File: src/verilog/flyback_seq_map.svh
// timing constants and reset values of the flyback protection sequencer
`ifndef FLYBACK_SEQ_MAP_SVH
`define FLYBACK_SEQ_MAP_SVH
`define CLK_PERIOD_NS 50
`define HI_BLANK_US 50
`define LO_BLANK_US 350
`define HI_BLANK_CYC ((`HI_BLANK_US * 1000 + `CLK_PERIOD_NS - 1) / `CLK_PERIOD_NS)
`define LO_BLANK_CYC ((`LO_BLANK_US * 1000 + `CLK_PERIOD_NS - 1) / `CLK_PERIOD_NS)
`define FAULT_TIMER_MS 128
`define AUTOREC_MS 1000
`define WATCHDOG_MS 32
`define SSTART_MS 4
`define MS_CYC (1000000 / `CLK_PERIOD_NS)
`define FAULT_CYC (`FAULT_TIMER_MS * `MS_CYC)
`define AUTOREC_CYC (`AUTOREC_MS * `MS_CYC)
`define WATCHDOG_CYC (`WATCHDOG_MS * `MS_CYC)
`define SSTART_CYC (`SSTART_MS * `MS_CYC)
`define SS_STEPS 15
`define FREQ_STEP_NOM 4'hf
`define FREQ_STEP_MIN 4'h0
`define CTRL_ADDR 12'h000
`define STAT_ADDR 12'h004
`define LINE_ADDR 12'h008
`define CTRL_RESET 32'h0000_0001
`define CTRL_LATCHED_BIT 0
`define CTRL_FOLD_BIT 1
`endif

File: src/verilog/flyback_seq_pkg.sv
// types of the flyback protection sequencer
package flyback_seq_pkg;
  typedef enum logic [5:0] {
    ST_OFF = 6'h01,
    ST_SOFT = 6'h02,
    ST_RUN = 6'h04,
    ST_SKIP = 6'h08,
    ST_AUTOREC = 6'h10,
    ST_LATCHED = 6'h20
  } seq_state_t;
  typedef struct packed {
    logic feedback_in;
    logic foldback_start;
    logic foldback_done;
    logic skip_in;
    logic skip_out;
    logic comp_enable;
    logic setpoint_at_limit;
    logic max_duty_end;
    logic cs_stop;
    logic line_sense_in;
    logic line_low_level;
    logic latch_high;
    logic latch_low;
    logic supply_turn_on_level;
    logic supply_reset;
    logic thermal_shutdown;
  } sense_t;
  typedef struct packed {
    logic gate_drive_out;
    logic hv_source_en;
    logic soft_start;
    logic boosted_bias;
    logic comp_current_en;
    logic line_sample;
  } drive_t;
endpackage

File: src/verilog/flyback_protection_sequencer.sv
// protection and light-load sequencer of a current-mode flyback controller
// Function
// - start fault timer while current setpoint sits at peak limit clamp
// - fault timer elapse stops pulses, then latch off or autorecover
// - clear fault timer when setpoint drops below limit before elapse
// - pulse ended by maximum duty limit also runs fault timer
// - autorecovery waits its delay then restarts, repeating while fault persists
// - compensation current on only while feedback above enable threshold
// - 3-bit line peak sampled then reset on each line-low event
// - without line-low events a 32 ms watchdog makes sample events
// - frequency folds linearly to minimum as feedback falls below start level
// - no frequency foldback while at maximum duty limit
// - feedback at skip entry stops driver in run (not in soft-start), stays until skip exit
// - feedback rising over skip exit resumes driver pulses
// - run only inside latch window, latch off when either edge crossed
// - latch excursions under 50 us high or 350 us low are ignored
// - latched-off released only by brown-out, supply reset or thermal shutdown
// - latch input ignored before turn-on; high latch gates switching start
// - low latch acted on only in run, not during soft-start or skip
// - boosted thermistor bias during soft-start, normal bias otherwise
// - thermal shutdown stops switching, disables start-up source, resets state
// - thermal shutdown clear re-enables source and normal start-up
// - current-sense stop trip enters protection at once
// - soft-start setpoint ramps in 15 steps from zero to limit
// - latched overload released only on brown-out, supply reset or thermal shutdown
`timescale 1ns/1ns
`include "flyback_seq_map.svh"
module flyback_protection_sequencer #(
  parameter int FAULT_CYC = `FAULT_CYC,
  parameter int AUTOREC_CYC = `AUTOREC_CYC,
  parameter int WATCHDOG_CYC = `WATCHDOG_CYC,
  parameter int SSTART_CYC = `SSTART_CYC,
  parameter int HI_BLANK_CYC = `HI_BLANK_CYC,
  parameter int LO_BLANK_CYC = `LO_BLANK_CYC
) (
  input wire logic aclk,
  input wire logic aresetn,
  input wire flyback_seq_pkg::sense_t sense_in,
  input wire logic [2:0] line_adc_in,
  output flyback_seq_pkg::drive_t drive_out,
  output logic [3:0] ss_step_out,
  output logic [3:0] freq_step_out,
  output logic [2:0] line_code_out,
  input wire logic [11:0] s_axi_awaddr,
  input wire logic s_axi_awvalid,
  output logic s_axi_awready,
  input wire logic [31:0] s_axi_wdata,
  input wire logic [3:0] s_axi_wstrb,
  input wire logic s_axi_wvalid,
  output logic s_axi_wready,
  output logic [1:0] s_axi_bresp,
  output logic s_axi_bvalid,
  input wire logic s_axi_bready,
  input wire logic [11:0] s_axi_araddr,
  input wire logic s_axi_arvalid,
  output logic s_axi_arready,
  output logic [31:0] s_axi_rdata,
  output logic [1:0] s_axi_rresp,
  output logic s_axi_rvalid,
  input wire logic s_axi_rready
);
  // ------------------------------------------------------------
  // input synchronisers
  // ------------------------------------------------------------
  flyback_seq_pkg::sense_t sync1_r;
  flyback_seq_pkg::sense_t s_r;
  logic [2:0] adc1_r;
  logic [2:0] adc_r;
  logic line_low_d_r;
  always_ff @(posedge aclk) begin
    sync1_r <= sense_in;
    s_r <= sync1_r;
    adc1_r <= line_adc_in;
    adc_r <= adc1_r;
    line_low_d_r <= s_r.line_low_level;
  end

  wire line_low_evt = s_r.line_low_level & ~line_low_d_r;
  // brown-out or supply reset clears every latch-off
  wire release_evt = s_r.line_low_level | s_r.supply_reset;

  // ------------------------------------------------------------
  // registers
  // ------------------------------------------------------------
  logic [31:0] ctrl_r;
  wire opt_latched = ctrl_r[`CTRL_LATCHED_BIT];
  wire fold_en = ctrl_r[`CTRL_FOLD_BIT];

  // ------------------------------------------------------------
  // latch window blanking
  // ------------------------------------------------------------
  logic [31:0] hi_cnt_r;
  logic [31:0] lo_cnt_r;
  wire hi_trip = (hi_cnt_r >= 32'(HI_BLANK_CYC));
  wire lo_trip = (lo_cnt_r >= 32'(LO_BLANK_CYC));
  always_ff @(posedge aclk) begin
    if (!aresetn || !s_r.latch_high) begin
      hi_cnt_r <= 32'h0;
    end else if (!hi_trip) begin
      hi_cnt_r <= hi_cnt_r + 32'h1;
    end
    if (!aresetn || !s_r.latch_low) begin
      lo_cnt_r <= 32'h0;
    end else if (!lo_trip) begin
      lo_cnt_r <= lo_cnt_r + 32'h1;
    end
  end

  // ------------------------------------------------------------
  // main sequencer
  // ------------------------------------------------------------
  flyback_seq_pkg::seq_state_t state_r;
  flyback_seq_pkg::seq_state_t state_nxt;
  logic [31:0] timer_r;
  logic [31:0] fault_r;
  logic [3:0] ss_step_r;
  logic latch_src_r;
  wire in_soft = (state_r == flyback_seq_pkg::ST_SOFT);
  wire in_run = (state_r == flyback_seq_pkg::ST_RUN);
  wire switching = in_soft | in_run;
  wire overload = s_r.setpoint_at_limit | s_r.max_duty_end;
  wire fault_done = (fault_r >= 32'(FAULT_CYC));
  // protection entered by timer or by the stop comparator at once
  wire protect = switching & (fault_done | s_r.cs_stop);
  // low latch only counts in run, not during soft-start or skip
  wire window_trip = hi_trip | (in_run & lo_trip);
  wire ss_done = (ss_step_r == 4'(`SS_STEPS)) && (timer_r >= 32'(SSTART_CYC / `SS_STEPS));

  always_comb begin
    state_nxt = state_r;
    case (state_r)
      flyback_seq_pkg::ST_OFF: begin
        // high latch evaluated at turn-on, low latch ignored here;
        // a held brown-out or supply reset keeps it off instead of bouncing
        if (s_r.supply_turn_on_level && s_r.line_sense_in && !hi_trip &&
            !s_r.line_low_level && !s_r.supply_reset) begin
          state_nxt = flyback_seq_pkg::ST_SOFT;
        end else if (s_r.supply_turn_on_level && hi_trip) begin
          state_nxt = flyback_seq_pkg::ST_LATCHED;
        end
      end
      flyback_seq_pkg::ST_SOFT: begin
        if (ss_done) begin
          state_nxt = flyback_seq_pkg::ST_RUN;
        end
      end
      flyback_seq_pkg::ST_RUN: begin
        if (s_r.skip_in) begin
          state_nxt = flyback_seq_pkg::ST_SKIP;
        end
      end
      flyback_seq_pkg::ST_SKIP: begin
        if (s_r.skip_out) begin
          state_nxt = flyback_seq_pkg::ST_RUN;
        end
      end
      flyback_seq_pkg::ST_AUTOREC: begin
        if (timer_r >= 32'(AUTOREC_CYC)) begin
          state_nxt = flyback_seq_pkg::ST_OFF;
        end
      end
      flyback_seq_pkg::ST_LATCHED: begin
        if (release_evt) begin
          state_nxt = flyback_seq_pkg::ST_OFF;
        end
      end
      default: state_nxt = flyback_seq_pkg::ST_OFF;
    endcase
    if (state_r != flyback_seq_pkg::ST_LATCHED && state_r != flyback_seq_pkg::ST_OFF &&
        window_trip) begin
      state_nxt = flyback_seq_pkg::ST_LATCHED;
    end else if (protect) begin
      state_nxt = opt_latched ? flyback_seq_pkg::ST_LATCHED
                              : flyback_seq_pkg::ST_AUTOREC;
    end
    if (state_r != flyback_seq_pkg::ST_OFF && s_r.line_low_level &&
        state_r != flyback_seq_pkg::ST_LATCHED) begin
      state_nxt = flyback_seq_pkg::ST_OFF;
    end
  end

  always_ff @(posedge aclk) begin
    // thermal shutdown resets state, timer and soft-start step, restart follows from off
    if (!aresetn || s_r.thermal_shutdown) begin
      state_r <= flyback_seq_pkg::ST_OFF;
      timer_r <= 32'h0;
      ss_step_r <= 4'h0;
    end else begin
      state_r <= state_nxt;
      if (state_nxt != state_r) begin
        timer_r <= 32'h0;
        ss_step_r <= 4'h0;
      end else if (in_soft && ss_step_r != 4'(`SS_STEPS) &&
                   timer_r >= 32'(SSTART_CYC / `SS_STEPS)) begin
        timer_r <= 32'h0;
        ss_step_r <= ss_step_r + 4'h1;
      end else if (!ss_done) begin
        timer_r <= timer_r + 32'h1;
      end
    end
  end

  always_ff @(posedge aclk) begin
    if (!aresetn || s_r.thermal_shutdown || !switching || !overload) begin
      fault_r <= 32'h0;
    end else if (!fault_done) begin
      fault_r <= fault_r + 32'h1;
    end
  end

  // ------------------------------------------------------------
  // line sampling for overpower compensation
  // ------------------------------------------------------------
  logic [31:0] wd_r;
  logic [2:0] line_code_r;
  logic sample_r;
  wire wd_evt = (wd_r >= 32'(WATCHDOG_CYC) - 32'h1);
  wire sample_evt = line_low_evt | wd_evt;
  always_ff @(posedge aclk) begin
    if (!aresetn || sample_evt) begin
      wd_r <= 32'h0;
    end else begin
      wd_r <= wd_r + 32'h1;
    end
    if (!aresetn) begin
      line_code_r <= 3'h0;
      sample_r <= 1'b0;
    end else begin
      if (sample_evt) begin
        line_code_r <= adc_r;
      end
      sample_r <= sample_evt;
    end
  end

  // ------------------------------------------------------------
  // frequency foldback
  // ------------------------------------------------------------
  logic [3:0] freq_r;
  wire fold_hold = s_r.max_duty_end;
  always_ff @(posedge aclk) begin
    if (!aresetn || !s_r.foldback_start || fold_hold || !fold_en) begin
      freq_r <= `FREQ_STEP_NOM;
    end else if (s_r.foldback_done) begin
      freq_r <= `FREQ_STEP_MIN;
    end else if (freq_r != `FREQ_STEP_MIN && wd_r[9:0] == 10'h0) begin
      freq_r <= freq_r - 4'h1;
    end
  end

  // ------------------------------------------------------------
  // outputs
  // ------------------------------------------------------------
  always_ff @(posedge aclk) begin
    if (!aresetn) begin
      drive_out <= '0;
      ss_step_out <= 4'h0;
      freq_step_out <= `FREQ_STEP_NOM;
      line_code_out <= 3'h0;
    end else begin
      drive_out.gate_drive_out <= switching && (state_nxt == state_r) &&
                                  !s_r.thermal_shutdown;
      drive_out.hv_source_en <= !s_r.thermal_shutdown && s_r.line_sense_in &&
                                !s_r.supply_turn_on_level;
      drive_out.soft_start <= in_soft;
      drive_out.boosted_bias <= in_soft;
      drive_out.comp_current_en <= s_r.comp_enable && switching;
      drive_out.line_sample <= sample_r;
      ss_step_out <= in_soft ? ss_step_r : 4'(`SS_STEPS);
      freq_step_out <= freq_r;
      line_code_out <= line_code_r;
    end
  end

  // ------------------------------------------------------------
  // axi4-lite slave; write needs both address and data present
  // ------------------------------------------------------------
  wire wr_go = s_axi_awvalid && s_axi_wvalid && !s_axi_bvalid;
  wire wr_ctrl = wr_go && (s_axi_awaddr == `CTRL_ADDR) && s_axi_wstrb[0];
  wire rd_go = s_axi_arvalid && !s_axi_rvalid;
  wire rd_ctrl = (s_axi_araddr == `CTRL_ADDR);
  wire rd_stat = (s_axi_araddr == `STAT_ADDR);
  wire rd_line = (s_axi_araddr == `LINE_ADDR);
  wire [31:0] rd_val = rd_ctrl ? ctrl_r :
                       rd_stat ? {26'h0, state_r} :
                       rd_line ? {21'h0, freq_r, ss_step_r, line_code_r} : 32'h0;
  wire rd_ok = rd_ctrl | rd_stat | rd_line;
  wire wr_ok = (s_axi_awaddr == `CTRL_ADDR) | (s_axi_awaddr == `STAT_ADDR) |
               (s_axi_awaddr == `LINE_ADDR);
  always_ff @(posedge aclk) begin
    if (!aresetn) begin
      ctrl_r <= `CTRL_RESET;
      s_axi_awready <= 1'b0;
      s_axi_wready <= 1'b0;
      s_axi_bvalid <= 1'b0;
      s_axi_bresp <= 2'h0;
      s_axi_arready <= 1'b0;
      s_axi_rvalid <= 1'b0;
      s_axi_rdata <= 32'h0;
      s_axi_rresp <= 2'h0;
    end else begin
      s_axi_awready <= wr_go && !s_axi_awready;
      s_axi_wready <= wr_go && !s_axi_awready;
      if (wr_go && !s_axi_awready) begin
        if (wr_ctrl) begin
          ctrl_r <= {30'h0, s_axi_wdata[1:0]};
        end
        s_axi_bvalid <= 1'b1;
        s_axi_bresp <= wr_ok ? 2'h0 : 2'h2;
      end else if (s_axi_bready) begin
        s_axi_bvalid <= 1'b0;
      end
      s_axi_arready <= rd_go && !s_axi_arready;
      if (rd_go && !s_axi_arready) begin
        s_axi_rvalid <= 1'b1;
        s_axi_rdata <= rd_val;
        s_axi_rresp <= rd_ok ? 2'h0 : 2'h2;
      end else if (s_axi_rready) begin
        s_axi_rvalid <= 1'b0;
      end
    end
  end
endmodule

File: config.mk
export PLATFORM = sky130hd
export DESIGN_NAME = flyback_protection_sequencer
export DESIGN_NICKNAME = d
export VERILOG_FILES = /design/src/verilog/flyback_seq_pkg.sv /design/src/verilog/flyback_protection_sequencer.sv
export VERILOG_INCLUDE_DIRS = /design/src /design/src/verilog
export SDC_FILE = /design/constraint.sdc
export NUM_CORES = 1
export LEC_CHECK = 0
export ABC_CLOCK_PERIOD_IN_PS = 3370
export BUFFER_PORTS_ARGS = -buffer_cell sky130_fd_sc_hd__buf_2
export CAP_MARGIN = 20
export CORE_ASPECT_RATIO = 1.5
export CORE_MARGIN = 4
export CORE_UTILIZATION = 35
export DETAILED_ROUTE_END_ITERATION = 12
export SLEW_MARGIN = 30
export SYNTH_ARGS = -nofsm -noshare
export SYNTH_HDL_FRONTEND = slang
export SYNTH_SLANG_ARGS = --single-unit
File: constraint.sdc
create_clock -name aclk -period 3.37 [get_ports aclk]
set_input_delay 0.1685 -clock aclk [delete_from_list [all_inputs] [get_ports aclk]]
set_output_delay 0.1685 -clock aclk [all_outputs]
set_load 0.01 [all_outputs]
==> reports/qor_table.md, run 1 <==
| Metric | Reported |
|---|---|
| Status | completed |
| Synth Register Bits | 250 |
| Clk Tree Root Cell | clkbuf_16 |
| Final design utilization | 42.03% |
| Sinks on the clock net | 250 |
| Fraction of the cycle the final worst path needs | 93.81% |
| Nets | 1,227 |
| Setup slack on the worst flop-to-flop path | 0.21 ns |
| Clock tree from TritonCTS | yes |
| Share of synthesized area occupied by flip-flops and latches | 50.31% |
| Aggregate negative setup slack | 0 ns |
| Required time reported for the critical path endpoint | 3.78 ns |
| Total inserted antenna cells | 0 |
| Htree depth | 1 |
| Number of buffers between clock root and the deepest sink | 3 |
| Classification of the worst setup path | reg2reg |
| Cell-by-cell listing of the critical path | nor4_1 -> nand4_1 -> o41a_4 -> o21bai_4 -> or4b_1 -> a211oi_2 -> nand3_4 -> buf_12 -> nor4b_1 |
| Mean instance size in the synthesized netlist | 9.878 um^2 |
| Total count of hold-check failures in the final report | 0 |
| Crit path capture type | flip-flop |
| Number of violations reported at the end of detailed-routing iteration 0 | 369 |
| Synthesized instance count | 1,007 |
| Unrepaired setup endpoints after global routing | no |
| Post-DR vias/cell | 4.931 |
| Number of max-cap violations | 0 |
| Std cell rows | 75 |
| Worst-Margin Slew | 0.8098 ns |
| End of the worst hold path | s_axi_rresp[1] |
| Maximum fanout along the worst path | 37 |
| Remaining antenna violation count after routing | 0 |
| Timing-limited maximum frequency | 316.3 MHz |
| Worst Clk Skew | 0.01484 ns |
| First-pass GRT wire length | 34,640 um |
| Die boundary height | 214.5 um |
| Die Outline Area | 31,240 um^2 |
| Number of cells traversed by the worst register-to-register path | 9 |
| Synth cell types | 80 |
| Post-synth EDFFs | 0 |
| Slew Limit Fails | 0 |
| Minimum clock period | 3.161 ns |
| Cell area after synthesis | 9947 um^2 |
| Relative slew margins | 45.95% |
| Pin count of the biggest net entering global routing | 60 |
| Final routed DRC violation total | 0 |
| Via count of the first global-routing pass | 7,206 |
| Class of the tightest hold or removal check | in2reg |
| Largest stage delay on the critical path | 0.55 ns |
| Total congestion overflow after global routing | 0 |
| Hold Crit Depth | 3 |
| WL/cell | 13.92 um |
| Global placer's final weighted congestion | 0.8453 |
| Leakage power summed over all cells | 4.636 nW |
| Routed vias | 7,343 |
| Width of the die | 145.6 um |
| Critical path launch point type | flip-flop |
| Placed wire-length estimate | 14,410 um |
| Number of buffers inserted during clock tree synthesis | 23 |
| Predominant post-synthesis flop cell | dfxtp_1 |
| Area growth from synthesis to layout | 18.16% |
| Insertion delay of the later-clocked pin in the worst-skew pair | 0.51 ns |
| Overall Power | 6.049 mW |
| Area of the core | 27,960 um^2 |
| Start point of the worst hold path | s_axi_araddr[3] |
| Fraction of registers with async set/reset | 0% |
| PwrDens | 514.6 nW/um^2 |
| CP Data Arrival Time | 3.57 ns |
| Critical path startpoint | hi_cnt_r[26] |
| Startpoint of the most critical register-to-register path | hi_cnt_r[26] |
| Share of post-route cells with drive strength above 1 | 16.97% |
| Detailed-router iteration count before antenna repair | 5 |
| Global router's overall resource usage | 12.88% |
| Max VDD drop | 0.0004186 V |
| Number of antenna violations at the first check in global routing | 0 |
| Top-level I/O count | 144 |
| Initial standard-cell utilization of the core | 35.57% |
| Finish-stage setup viols | 0 |
| Final wirelength | 20,720 um |
| R2R Path End | timer_r[0] |
| Total of warnings raised by yosys | 0 |
| CP max stage cell | o41a_4 |
| Number of buffers added on ports | 86 |
| Clock-pin slew reported for the worst setup and hold paths after clock tree synthesis | 0.07 ns |
[per-layer routing]
| layer | vias to the layer above | track usage, % | wire [um] |
|---|---|---|---|
| met5 | - | 0 | 0 |
| met4 | 0 | 4.056 | 470 |
| met3 | 37 | 1.945 | 883 |
| met2 | 141 | 24.03 | 10720 |
| met1 | 3457 | 15.03 | 8648 |
| li1 | 3708 | - | - |
[cell families after synthesis]
logic type | share of synthesized area, %
multiplexers | 0.8051
AND/OR/NAND/NOR | 26.60
other | 0.03770
flip-flops | 50.31
XOR/XNOR | 7.748
buffers and inverters | 5.170
adder cells (fa/ha/maj) | 1.761
AO/OA/AOI/OAI | 7.560
[state kept, by name, summed over array words and instances (netlist names), 6 cells and up]
register     count
fault_r         32
s_axi_rdata     11
timer_r         32
lo_cnt_r        32
hi_cnt_r        32
s_r             14
wd_r            32
state_r          6
sync1_r         15
[power breakdown]
| part | total [mW] | switching (mW) | leakage, nW | internal [mW] |
|---|---|---|---|---|
| Combinational | 0.206 | 0.122 | 2.20 | 0.0838 |
| Clock | 2.82 | 1.11 | 0.399 | 1.71 |
| Sequential | 3.03 | 0.0261 | 2.04 | 3.00 |
| Total | 6.05 | 1.25 | 4.64 | 4.79 |
[cell type report]
class	instances	area [um^2]
Inverter	23	86.33
Tap cell	346	432.9
Multi-Input combinational cell	702	4578
Fill cell	2709	16210
Clock inverter	12	197.7
Sequential cell	250	5005
Timing Repair Buffer	127	825.8
Clock buffer	29	628.1
[cells in the final DEF, fill, tap and decap left out, types with 8 or more instances in the layout]
cell             n
nor4_2          24
nor2_1         108
nor3_1          11
and2_1          23
nand3_1         32
buf_2           86
inv_1           23
xor2_1          55
dfxtp_1        250
a21oi_1         34
nor4_1          26
nand2_1         61
or3_1           12
dlygate4sd3_1   25
ha_1            14
o21ai_0         24
buf_4           14
conb_1          35
xnor2_1         33
clkbuf_16       23
mux2i_1          8
nand4_1         24
and3_1          66
[worst max path at each step]
stage                        endpoint  slack, ns  cells after the start
after CTS                 timer_r[18]       0.14                      9
after floorplan           timer_r[23]       0.40                     12
after global routing       timer_r[0]       0.04                      9
final                      timer_r[0]       0.21                      9
after detailed placement   timer_r[0]       0.16                      9
after global placement     timer_r[4]       0.21                      9
[cell usage after synthesis (3+ instances only)]
cell	number	area, um^2
ha_1	14	175.2
dfxtp_1	250	5005
nor3b_1	4	30.03
and4_1	5	43.79
clkbuf_1	22	82.58
buf_6	7	78.83
nand4_1	24	150.1
nor4_4	3	63.81
nand2b_1	7	43.79
or4_1	4	30.03
nor2_1	108	405.4
or3_1	12	75.07
a22o_1	5	43.79
nor4b_1	5	43.79
nor4_1	26	162.7
nor2b_1	7	43.79
nor3_1	12	60.06
nand3_1	32	160.2
mux2i_1	8	80.08
o211ai_1	5	37.54
xnor2_1	33	289.0
a21oi_1	34	170.2
nor4_2	24	300.3
and2_1	23	143.9
nand2_1	61	229.0
buf_2	4	20.02
xor2_1	55	481.7
or2_2	4	25.02
o21ai_0	24	120.1
a22oi_1	5	37.54
buf_4	30	225.2
and3_1	66	412.9
nor3_2	5	50.05
inv_1	23	86.33
[worst max-delay path: cells and delay by family, from the launching register on]
kind                   cells  cell delay, ns
and+or+nand+nor            5            1.47
AOI/OAI and AO/OA          3            1.07
DFF                        1            0.31
buffers and inverters      1            0.21
[repair_timing]
action,4_1_cts,5_1_grt
setup endpoints to repair,0,3
hold buffers,25,0
gates resized for setup,0,1
endpoints found under the hold margin,24,0
setup buffers,0,1
[stage by stage]
step	cells	instance area, um^2	hold slack (ns)	setup WS [ns]
2_1_floorplan	1041	10070	0.1962	0.3950
3_3_place_gp	1422	10650	0.2715	0.2091
3_5_place_dp	1422	10660	0.2729	0.1554
4_1_cts	1488	11740	0.02931	0.1364
5_1_grt	1489	11750	0.05349	0.03511
6_report	1489	11750	0.05293	0.2085
Note: power is estimated with default switching activity, not from simulation.
==> inputs of run 2 (changes only) <==
- ABC_CLOCK_PERIOD_IN_PS: 3370 -> 2700
- clock period: 3.37 -> 2.7 ns (I/O delays scaled with it)
==> reports/qor_table.md, run 2 (synthesized netlist as in run 1, its figures left out) <==
| Metric | Reported | Change |
|---|---|---|
| Final routed DRC violation total | 0 | unchanged |
| Total inserted antenna cells | 0 | unchanged |
| Slew Limit Fails | 0 | unchanged |
| Detailed-router iteration count before antenna repair | 4 | was 5 |
| Number of antenna violations at the first check in global routing | 0 | unchanged |
| Unrepaired setup endpoints after global routing | yes | was no |
| Number of buffers added on ports | 86 | unchanged |
| Required time reported for the critical path endpoint | 3.13 ns | was 3.78 ns |
| Worst Slack Setup Final | -0.2114 ns | was 0.2085 ns |
| Critical path launch point type | flip-flop | unchanged |
| Sinks on the clock net | 250 | unchanged |
| Commonest cells after routing, fill and taps aside | 245 x dfxtp_1, 108 x nor2_1, 86 x buf_2, 86 x buf_4, 66 x and3_1 | was 250 x dfxtp_1, 108 x nor2_1, 86 x buf_2 |
| Classification of the worst setup path | reg2reg | unchanged |
| First-pass GRT wire length | 36,680 um | was 34,640 um |
| Share of post-route cells with drive strength above 1 | 24.45% | was 16.97% |
| Area of the core | 27,960 um^2 | unchanged |
| WL/cell | 14.23 um | was 13.92 um |
| Number of buffers inserted during clock tree synthesis | 24 | was 23 |
| Top-level I/O count | 144 | unchanged |
| Number of cells traversed by the worst register-to-register path | 10 | was 9 |
| Violated checks | setup timing |  |
| Clock-pin slew reported for the worst setup and hold paths after clock tree synthesis | 0.07 ns | about the same |
| Die Outline Area | 31,240 um^2 | unchanged |
| Crit path capture type | flip-flop | unchanged |
| Minimum clock period | 2.911 ns | was 3.161 ns |
| Final design utilization | 45.58% | was 42.03% |
| CP max stage cell | or4b_4 | was o41a_4 |
| Class of the tightest hold or removal check | in2reg | unchanged |
| Htree depth | 1 | unchanged |
| Total count of hold-check failures in the final report | 0 | unchanged |
| Clk Tree Root Cell | clkbuf_16 | unchanged |
| Via count of the first global-routing pass | 7,569 | was 7,206 |
| Max VDD drop | 0.0005948 V | was 0.0004186 V |
| Area growth from synthesis to layout | 28.14% | was 18.16% |
| Number of violations reported at the end of detailed-routing iteration 0 | 316 | was 369 |
| Worst Clk Skew | 0.01167 ns | was 0.01484 ns |
| Timing-limited maximum frequency | 343.5 MHz | was 316.3 MHz |
| CP Data Arrival Time | 3.35 ns | was 3.57 ns |
| Number of buffers between clock root and the deepest sink | 3 | unchanged |
| PwrDens | 600.1 nW/um^2 | was 514.6 nW/um^2 |
| Hold Crit Depth | 4 | was 3 |
| Total congestion overflow after global routing | 0 | unchanged |
| Remaining antenna violation count after routing | 0 | unchanged |
| Most common cell after layout, fill and taps aside | dfxtp_1 | unchanged |
| Fraction of the cycle the final worst path needs | 107.8% | was 93.81% |
| Die boundary height | 214.5 um | unchanged |
| Std cell rows | 75 | unchanged |
| Width of the die | 145.6 um | unchanged |
| Final wirelength | 22,380 um | was 20,720 um |
| Pin count of the biggest net entering global routing | 60 | unchanged |
| Number of max-cap violations | 0 | unchanged |
| Top cell by count, worst path | nor4_4 |  |
| Relative slew margins | 57.37% | was 45.95% |
| Insertion delay of the later-clocked pin in the worst-skew pair | 0.52 ns | was 0.51 ns |
| Finish-stage setup viols | 37 | was 0 |
| Clock tree from TritonCTS | yes | unchanged |
| Worst-Margin Slew | 0.6385 ns | was 0.8098 ns |
| Cell-by-cell listing of the critical path | nor4_4 -> nand4_1 -> o41a_4 -> o21bai_4 -> or4b_4 -> a211oi_4 -> nand3_4 -> buf_12 -> buf_16 -> nor4_4 | was nor4_1 -> nand4_1 -> o41a_4 -> o21bai_4 -> or4b_1 -> a211oi_2 -> nand3_4 -> buf_12 -> nor4b_1 |
| Nets | 1,309 | was 1,227 |
| Global router's overall resource usage | 13.74% | was 12.88% |
| Initial standard-cell utilization of the core | 35.57% | unchanged |
| Leakage power summed over all cells | 5.115 nW | was 4.636 nW |
| Placed wire-length estimate | 15,290 um | was 14,410 um |
| Maximum fanout along the worst path | 8 | was 37 |
| Global placer's final weighted congestion | 0.8297 | was 0.8453 |
| Post-DR vias/cell | 4.858 | was 4.931 |
| Status | finished, violations left | was completed |
| Post-place setup slack | -0.2939 ns | was 0.1554 ns |
| Aggregate negative setup slack | -6.299 ns | was 0 ns |
| Largest stage delay on the critical path | 0.53 ns | was 0.55 ns |
| Routed vias | 7,641 | was 7,343 |
## run 2: worst max-delay path: cells and delay by family (launching register included)
family	cells	cell delay [ns]
buf+inv	2	0.34
simple gates	5	1.23
compound gates	3	0.93
flops	1	0.33
## run 2: report_power, final
group          switching [mW]  leakage (nW)  internal (mW)  total, mW
clock network            1.45         0.406           2.10       3.54
logic                   0.177          2.67          0.147      0.325
registers              0.0347          2.04           3.75       3.78
total                    1.66          5.11           5.99       7.65
## run 2: per-layer routing
metal	up-vias	routed length [um]	GRT usage (%)
li1	3876	-	-
met1	3611	9462	15.80
met2	116	11610	26.07
met3	38	811	2.093
met4	0	493	3.992
met5	-	0	0
## run 2: path summary, 6_finish.rpt
check	from	to	slack, ns
hold / removal	s_axi_araddr[10]	s_axi_rresp[1]	0.07
setup reg to reg	hi_cnt_r[31]	timer_r[20]	-0.21
hold reg to reg	sync1_r[11]	s_r[11]	0.33
setup / recovery	hi_cnt_r[31]	timer_r[20]	-0.21
## run 2: stage by stage
step	cell area (um^2)	hold WS [ns]	cells	total power, mW
4_1_cts	12600	0.05532	1574	7.752
3_5_place_dp	11240	0.2386	1496	4.111
2_1_floorplan	10120	0.1627	1041	4.028
6_report	12750	0.07410	1573	7.649
3_3_place_gp	11240	0.2390	1496	4.107
5_1_grt	12750	0.09931	1573	7.944
## run 2: area by class of cell
class / instances / area [um^2]
clock inverter: 13 / 167.7
tap: 346 / 432.9
multi-input combinational: 702 / 4801
inverter: 23 / 86.33
sequential: 250 / 5011
timing repair buffer: 208 / 1560
clock buffer: 31 / 686.9
fill: 2632 / 15220
## run 2: what timing repair did
| action | 4_1_cts | 5_1_grt |
|---|---|---|
| hold buffers | 26 | 0 |
| pin swaps | 7 | 8 |
| endpoints found under the setup margin | 37 | 37 |
| gates cloned | 5 | 0 |
| resized for setup | 20 | 25 |
| buffers inserted | 3 | 0 |
| hold endpoints to repair | 24 | 0 |
